--- config.mk ---
export PLATFORM = sky130hd
export DESIGN_NAME = cpms_top
export DESIGN_NICKNAME = d
export VERILOG_FILES = /design/src/logic/cpms_pkg.sv /design/src/logic/cpms_sync.sv /design/src/logic/cpms_top.sv
export SDC_FILE = /design/constraint.sdc
export NUM_CORES = 1
export LEC_CHECK = 0
export BUFFER_PORTS_ARGS = -buffer_cell sky130_fd_sc_hd__buf_2
export CAP_MARGIN = 20
export CORE_UTILIZATION = 45
export CTS_BUF_LIST = sky130_fd_sc_hd__clkbuf_8
export CTS_CLUSTER_SIZE = 20
export DETAILED_ROUTE_END_ITERATION = 10
export PLACE_DENSITY = 0.83
export SYNTH_ARGS = -nofsm -noshare
export SYNTH_HDL_FRONTEND = slang
export SYNTH_SLANG_ARGS = --single-unit
--- constraint.sdc ---
create_clock -name core_clk -period 1 [get_ports core_clk]
set_clock_uncertainty 0.15 [all_clocks]
set_input_delay 0.1 -clock core_clk [delete_from_list [all_inputs] [get_ports core_clk]]
set_output_delay 0.1 -clock core_clk [all_outputs]
set_load 0.03 [all_outputs]
--- src/logic/cpms_pkg.sv ---
// constants and carriers for the configuration pin mode select block
// assumes one core clock domain and a synchronous active-high reset
package cpms_pkg;

    // synchroniser lane count and lane positions
    localparam int CPMS_SYNC_W = 6;
    localparam int CPMS_LN_SEL = 0;
    localparam int CPMS_LN_LAT = 1;
    localparam int CPMS_LN_BUS_WIDTH_SELECT = 2;
    localparam int CPMS_LN_CLOCK_MODE_SELECT = 3;
    localparam int CPMS_LN_PDN = 4;
    localparam int CPMS_LN_RXDET = 5;

    // synchroniser reset matches the reset configuration (latch rising, 24-bit,
    // powered down, no receiver), so release of srst shows no false strap change
    localparam logic [5:0] CPMS_SYNC_RST = 6'h06;

    // serial-side register defaults; power-down register low means powered down
    localparam logic CPMS_PD_N_REG_RST = 1'h0;
    localparam logic CPMS_SENSE_REG_RST = 1'h0;

    // pin-strap reset values of the configuration outputs
    localparam logic CPMS_LATCH_RISE_RST = 1'h1;
    localparam logic CPMS_BUS24_RST = 1'h1;

    // software write into the serial-side registers
    typedef struct packed {
        logic sense_level;
        logic power_down_n;
    } cpms_swreg_s;

    // configuration handed to the datapath
    typedef struct packed {
        logic serial_en;
        logic latch_rising;
        logic bus_24bit;
        logic dual_edge;
        logic clock_mode;
        logic powered_down;
        logic hotplug_level;
    } cpms_cfg_s;

endpackage

--- src/logic/cpms_sync.sv ---
// two-flop synchroniser for a bundle of pin levels
// assumes levels are slow next to core_clk; each lane is caught on its own
`timescale 1ns/1ps
`default_nettype none
module cpms_sync (
    // clock and reset
    input wire logic core_clk,
    input wire logic srst,
    // levels
    input wire logic [cpms_pkg::CPMS_SYNC_W-1:0] async_in,
    output logic [cpms_pkg::CPMS_SYNC_W-1:0] sync_out
);
    import cpms_pkg::*;

    logic [CPMS_SYNC_W-1:0] meta_r;
    logic [CPMS_SYNC_W-1:0] sync_r;

    // first stage feeds only the second stage
    always_ff @(posedge core_clk) begin
        if (srst) begin
            meta_r <= CPMS_SYNC_RST;
            sync_r <= CPMS_SYNC_RST;
        end else begin
            meta_r <= async_in;
            sync_r <= meta_r;
        end
    end

    assign sync_out = sync_r;

endmodule
`default_nettype wire

--- src/logic/cpms_top.sv ---
// configuration pin mode select: gives the shared strap pins their meaning
// assumes pins are asynchronous to core_clk and the serial engine is outside
`timescale 1ns/1ps
`default_nettype none
module cpms_top (
    // clock and reset
    input wire logic core_clk,
    input wire logic srst,
    // configuration pins
    input wire logic serial_config_select_pin,
    input wire logic latch_polarity_hotplug_pin,
    input wire logic bus_width_select,
    input wire logic clock_mode_select,
    input wire logic power_down_n,
    // receiver detect comparator result
    input wire logic rx_detect,
    // register writes from the serial engine
    input wire logic sw_wr,
    input wire cpms_pkg::cpms_swreg_s sw_wr_data,
    // serial engine reset, active low
    output logic serial_sm_rst_n,
    // configuration to the datapath
    output var cpms_pkg::cpms_cfg_s cfg,
    // receiver-sense open-drain pin
    output logic receiver_sense_out_o,
    output logic receiver_sense_out_oe
);
    import cpms_pkg::*;

    logic [CPMS_SYNC_W-1:0] pins_raw;
    logic [CPMS_SYNC_W-1:0] pins_s;
    logic sel_s;
    logic lat_s;
    logic bus_width_select_s;
    logic clock_mode_select_s;
    logic pdn_s;
    logic rxdet_s;
    logic pd_n_reg_r;
    logic sense_reg_r;
    logic sense_oe_r;
    logic sense_oe_nxt;
    logic wr_ok;
    cpms_cfg_s cfg_r;
    cpms_cfg_s cfg_nxt;

    assign pins_raw[CPMS_LN_SEL] = serial_config_select_pin;
    assign pins_raw[CPMS_LN_LAT] = latch_polarity_hotplug_pin;
    assign pins_raw[CPMS_LN_BUS_WIDTH_SELECT] = bus_width_select;
    assign pins_raw[CPMS_LN_CLOCK_MODE_SELECT] = clock_mode_select;
    assign pins_raw[CPMS_LN_PDN] = power_down_n;
    assign pins_raw[CPMS_LN_RXDET] = rx_detect;

    cpms_sync u_sync (
        .core_clk(core_clk),
        .srst(srst),
        .async_in(pins_raw),
        .sync_out(pins_s)
    );

    assign sel_s = pins_s[CPMS_LN_SEL];
    assign lat_s = pins_s[CPMS_LN_LAT];
    assign bus_width_select_s = pins_s[CPMS_LN_BUS_WIDTH_SELECT];
    assign clock_mode_select_s = pins_s[CPMS_LN_CLOCK_MODE_SELECT];
    assign pdn_s = pins_s[CPMS_LN_PDN];
    assign rxdet_s = pins_s[CPMS_LN_RXDET];

    // writes only once the enable has settled, so a write never races the reset
    assign wr_ok = sw_wr && cfg_r.serial_en && sel_s;

    // raw pin is the asynchronous reset; the registers take constants only
    always_ff @(posedge core_clk or negedge serial_config_select_pin) begin
        if (!serial_config_select_pin) begin
            pd_n_reg_r <= CPMS_PD_N_REG_RST;
            sense_reg_r <= CPMS_SENSE_REG_RST;
        end else if (srst) begin
            pd_n_reg_r <= CPMS_PD_N_REG_RST;
            sense_reg_r <= CPMS_SENSE_REG_RST;
        end else if (wr_ok) begin
            pd_n_reg_r <= sw_wr_data.power_down_n;
            sense_reg_r <= sw_wr_data.sense_level;
        end
    end

    // serial engine held in reset while the pin is low or the core is reset
    assign serial_sm_rst_n = serial_config_select_pin && !srst;

    // next configuration
    always_comb begin
        cfg_nxt = cfg_r;
        cfg_nxt.serial_en = sel_s;
        if (sel_s) begin
            cfg_nxt.hotplug_level = lat_s;
            cfg_nxt.powered_down = !pd_n_reg_r;
        end else begin
            cfg_nxt.hotplug_level = 1'h0;
            // edge choice ignores clock mode on purpose
            cfg_nxt.latch_rising = lat_s;
            cfg_nxt.bus_24bit = bus_width_select_s;
            cfg_nxt.dual_edge = !bus_width_select_s;
            cfg_nxt.clock_mode = clock_mode_select_s;
            cfg_nxt.powered_down = !pdn_s;
        end
    end

    // sense pulls low in strap mode when no receiver seen, in serial mode when software asks for low
    assign sense_oe_nxt = sel_s ? !sense_reg_r : !rxdet_s;

    always_ff @(posedge core_clk) begin
        if (srst) begin
            cfg_r.serial_en <= 1'h0;
            cfg_r.latch_rising <= CPMS_LATCH_RISE_RST;
            cfg_r.bus_24bit <= CPMS_BUS24_RST;
            cfg_r.dual_edge <= !CPMS_BUS24_RST;
            cfg_r.clock_mode <= 1'h0;
            cfg_r.powered_down <= 1'h1;
            cfg_r.hotplug_level <= 1'h0;
            sense_oe_r <= 1'h1;
        end else begin
            cfg_r <= cfg_nxt;
            sense_oe_r <= sense_oe_nxt;
        end
    end

    assign cfg = cfg_r;
    // never drives high; the board pull-up makes the high level
    assign receiver_sense_out_o = 1'h0;
    assign receiver_sense_out_oe = sense_oe_r;
endmodule
`default_nettype wire

==> reports/metrics.yaml, run 1 <==
multi_input_area_sq_um: 254.0
cts_root_buf: "clkbuf_8"
rrSetupSlack_ps: -40
rows: 14
die_area_sq_um: 1769
synth_top_area_share_pct: 55.46
seq_area_frac_synth_pct: 62.39
min_period_ps: 1043
htreeDepth: 1
endpoint: "receiver_sense_out_oe"
clkTransAtPathRegs_ps: 70
gp_congestion: 0.6680
grt_max_degree: 14
layout-drive-gt1-share_pct: 38.46
ys_seq_elements: 22
drt-total-wl_mm: 1.163
design_area_sq_um: 1051
coreArea_sq_um: 1506
start_util_pct: 47.92
vias: 486
hpwl_um: 739.5
hold_viol: 0
met2_usage_pct: 25.00
track_usage_pct: 15.57
final_nets: 103
die_h_um: 42.06
post_dp_cell_area_sq_um: 852.1
setup_ws_ps: -42.56
path_class: "reg -> reg"
ant_nets: 0
syn_area_sq_um: 721.9
fmax_ghz: 0.9592
first_iter_violations: 7
cts_num_sinks: 22
slew_violations: 0
grt.busiest_layer: "met2"
met1_usage_pct: 16.85
synth_top_area_cell: "dfxtp_1"
failed_checks: "design-rule violations, negative setup slack"
avgSynthCellArea_sq_um: 11.84
rr_endpoint: "receiver_sense_out_oe"
antenna_found_initial: 0
crit_start: "u_sync.sync_out[0]"
setup_violations: 5
io_pins: 21
yosysWarnings: 0
syn_inst: 61
area.growth.synth_to_final_pct: 45.58
grt_pass1_vias: 491
cts_buffer_depth: 2
wire_per_inst_um: 10.87
syn_nets: 72
synthTopCellsByArea: "dfxtp_1, nor2b_1, dfrtp_1"
insertion_delay_ps: 260
r2r-start: "u_sync.sync_out[0]"
grt.overflow.total: 0
cts_buffers: 3
fillCellCount: 112
final_cell_mix: "dfxtp_1, nor2b_1, buf_2, dlygate4sd3_1, or2_1"
firstDrtPassIters: 7
die_w_um: 42.06
synth-edff-count: 0
leakagePower_nw: 0.4460
yosysUniqueCellTypes: 16
final_common_cell: "dfxtp_1"
reg2reg_depth: 3
maxCapViolCount: 0
fin_util_pct: 69.77
power_density_nw_per_um2: 1622
end_kind: "register"
antenna_cells: 0
crit_arrival_ps: 1040
use_met3_pct: 6.466
rsz0062_at_grt: "yes"
tns_ps: -136.8
status: "finished, violations left"
grt_pass1_wl_mm: 2.007
seqCellArea_sq_um: 460.4
ys.flop_type: "dfxtp_1"
hold_class: "in -> async"
start_kind: "register"
drcViolationCount: 1
ir_drop_v: 0.0009790
viasPerCell: 4.542
finalCritPeriodShare_pct: 104.3
path_max_fanout: 9
whs_ps: 29.74
port_buffers: 19
cts_tree: "done"
async_flop_share_pct: 9.091
cp_data_required_time_ps: 1000
==> worst min-delay path by stage <==
stage                                  start          end  slack (ps)
global placement    serial_config_select_pin   pd_n_reg_r        -250
finish              serial_config_select_pin   pd_n_reg_r          30
CTS                 serial_config_select_pin   pd_n_reg_r          20
floorplan           serial_config_select_pin   pd_n_reg_r        -350
global route        serial_config_select_pin   pd_n_reg_r          30
detailed placement  serial_config_select_pin  sense_reg_r        -250
==> power breakdown <==
group | switching (mW) | internal, mW | leakage, nW | total [mW]
sequential | 0.0132 | 0.911 | 0.194 | 0.924
clock | 0.255 | 0.350 | 0.0288 | 0.605
combinational | 0.0773 | 0.0984 | 0.223 | 0.176
==> repair_timing <==
| item | in CTS | in global routing |
|---|---|---|
| resized for setup | 18 | 2 |
| pin swaps | 0 | 0 |
| endpoints found under the setup margin | 16 | 12 |
| hold buffers | 8 | 0 |
| endpoints found under the hold margin | 10 | 0 |
| setup buffers | 0 | 1 |
==> synth_stat cells, types with 2 or more instances <==
cell,number
nor2b_1,12
mux2i_1,5
dfxtp_1,20
or2_1,6
dfrtp_1,2
nand2b_1,4
a211o_1,2
buf_2,2
==> layout make-up <==
cell class | count | share of cell area, %
Sequential cell | 22 | 43.81
Timing Repair Buffer | 30 | 24.88
Tap cell | 16 | 1.905
Multi-Input combinational cell | 35 | 24.17
Clock buffer | 4 | 5.238
==> routing by layer <==
metal | vias up | routed length (um)
met5 | - | 0
met4 | 0 | 33
met1 | 216 | 489
met3 | 4 | 69
li1 | 248 | -
met2 | 18 | 571
==> critical path, stage by stage, from the launching register on <==
cell     delay [ps]
dfxtp_2         340
buf_12          130
mux2i_1         110
or2_1           210
==> state kept, by name, summed over array words and instances, names as in the netlist <==
signal                 count
u_sync.sync_out            6
cfg                        7
receiver_sense_out_oe      1
sense_reg_r                1
u_sync.meta_r              6
pd_n_reg_r                 1
==> cells by family (layout without fill, tap and decap cells) <==
kind of cell / count (synthesis) / in the layout / share of synthesized area, %
buffers and inverters: 4 / 34 / 3.986
flip-flops: 22 / 22 / 62.39
AND/OR/NAND/NOR: 27 / 27 / 23.74
other: 1 / 1 / 0.5194
AO/OA/AOI/OAI: 2 / 2 / 2.427
multiplexers: 5 / 5 / 6.933
==> per-stage QoR <==
step	instances	total power, mW	setup WS [ps]
floorplan	61	1.023	3.295
global placement	94	1.069	-14.53
detailed placement	94	1.073	-57.24
CTS	106	1.721	-50.90
global route	107	1.780	-81.62
finish	107	1.704	-42.56
No activity file was read; power rests on OpenSTA's default activity.
==> run 2, diff against run 1 <==
- CORE_UTILIZATION: 45 -> 33
- PLACE_DENSITY: 0.83 -> 0.66
==> run 2 against run 1 <==
  * The flow finishes with violations (negative setup slack)
  * Routed wire length is 0.60% higher
  * Global-route usage fell by 4.1 points
  * Critical path type unchanged
  * Design area rose by 3.7%
  * Cell count grew 12%
  * Clock-buffer cell count fell by 1
  * Critical path depth did not move
  * Setup slack improved by 19 ps
  * Highest routed layer unchanged
  * Worst hold slack worse by 14 ps
==> reports/metrics.yaml, run 2 (same netlist as run 1, synthesis figures left out) <==
grt.overflow.total: 0
design_area_sq_um: 1090
hold_class: "in -> async"
cts_buffer_depth: 2
met1_usage_pct: 12.72
critical_path.max_stage_delay_ps: 350
layout-drive-gt1-share_pct: 39.78
antenna_found_initial: 0
use_met3_pct: 5.607
power_density_nw_per_um2: 1751
fillCellCount: 172
cts_root_buf: "clkbuf_8"
area.growth.synth_to_final_pct: 50.95
start_util_pct: 36.06
final_cell_mix: "nor2b_1, dfxtp_1, buf_2, buf_6, dlygate4sd3_1"
cts_buffers: 3
die_area_sq_um: 2379
clkTransAtPathRegs_ps: 80
leakagePower_nw: 0.4611
finalCritPeriodShare_pct: 102.4
grt.busiest_layer: "met2"
viasPerCell: 4.142
setup_ws_ps: -23.99
cts_num_sinks: 22
antenna_cells: 0
grt_pass1_wl_mm: 1.966
whs_ps: 15.42
path_max_fanout: 3
ant_nets: 0
met2_usage_pct: 18.06
hpwl_um: 747.4
wire_per_inst_um: 9.750
vias: 497
place_inst: 108
drcViolationCount: 0
die_h_um: 48.77
cp_data_required_time_ps: 1000
slew_violations: 0
rows: 16
grt_pass1_vias: 465
final_nets: 105
final_cells: 120
multi_input_area_sq_um: 242.7
rsz0062_at_grt: "yes"
coreArea_sq_um: 2002
seqCellArea_sq_um: 462.9
fmax_ghz: 0.9766
post-cts-setup-buffers: 0
ir_drop_v: 0.001098
cts_tree: "done"
largest_reg_flops: 7
setup_violations: 4
failed_checks: "negative setup slack"
htreeDepth: 1
port_buffers: 19
gp_congestion: 0.6740
path_cells: "buf_6, mux2i_1, or2_1"
crit_arrival_ps: 1030
hold_viol: 0
die_w_um: 48.77
first_iter_violations: 3
insertion_delay_ps: 260
grt_max_degree: 14
post_dp_cell_area_sq_um: 875.8
maxCapViolCount: 0
io_pins: 21
fin_util_pct: 54.44
status: "finished, violations left"
drt-total-wl_mm: 1.170
track_usage_pct: 11.46
crit_slowest_cell: "dfxtp_2"
start_kind: "register"
end_kind: "register"
min_period_ps: 1024
firstDrtPassIters: 2
path_class: "reg -> reg"
## run 2: cell count changes in the layout (fill, tap and decap cells not counted)
cell,delta
nor2b_4,-1
mux2i_2,-1
bufinv_16,+1
mux2i_1,+1
clkbuf_8,-1
buf_12,-1
nor2b_1,+1
buf_6,+4
dfxtp_2,+2
dfxtp_1,-2
buf_4,-1
## run 2: timing repair
item,in CTS,in global routing
hold endpoints to repair,10,0
hold buffers,8,0
setup endpoints to repair,16,16
resized for setup,21,3
gates cloned,0,0
## run 2: worst max-delay path: cells and delay by family (launching register included)
| family | cells | cell delay (ps) |
|---|---|---|
| buffers and inverters | 1 | 120 |
| flip-flops | 1 | 350 |
| multiplexers | 1 | 100 |
| AND/OR/NAND/NOR | 1 | 200 |
## run 2: per-stage QoR
step           setup slack (ps)  total power, mW  setup TNS (ps)
3_5_place_dp             -61.83            1.076          -323.0
6_report                 -23.99            1.908          -77.58
4_1_cts                  -26.82            1.932          -97.28
5_1_grt                  -72.64            2.007          -451.2
2_1_floorplan             3.295            1.023               0
3_3_place_gp             -36.79            1.073          -134.8
## run 2: cell type report
class                   count  share of cell area [%]
clock inverters             1                   2.755
repair buffers             32                   25.60
multi-input cells          35                   22.27
well taps                  27                   3.100
flip-flops and latches     22                   42.48
clock buffers               3                   3.789
## run 2: worst paths after layout
kind	startpoint	to	slack, ps	cells past startpoint
max	u_sync.sync_out[0]	cfg[1]	-20	3
max in group asynchronous	serial_config_select_pin	pd_n_reg_r	540	2
min	serial_config_select_pin	sense_reg_r	20	2
max reg2reg	u_sync.sync_out[0]	cfg[1]	-20	3
min reg2reg	u_sync.meta_r[1]	u_sync.sync_out[1]	270	1
min in group core_clk	srst	u_sync.sync_out[3]	20	2
## run 2: power by group
part / switching, mW / total (mW) / internal (mW)
combinational: 0.0747 / 0.173 / 0.0981
sequential: 0.0130 / 0.923 / 0.910
clock: 0.277 / 0.812 / 0.534
## run 2: layer usage
metal	up-vias	part of all wire, %
met5	-	0
met4	0	2.1
met3	4	5.8
met2	18	47
met1	223	45
li1	252	-
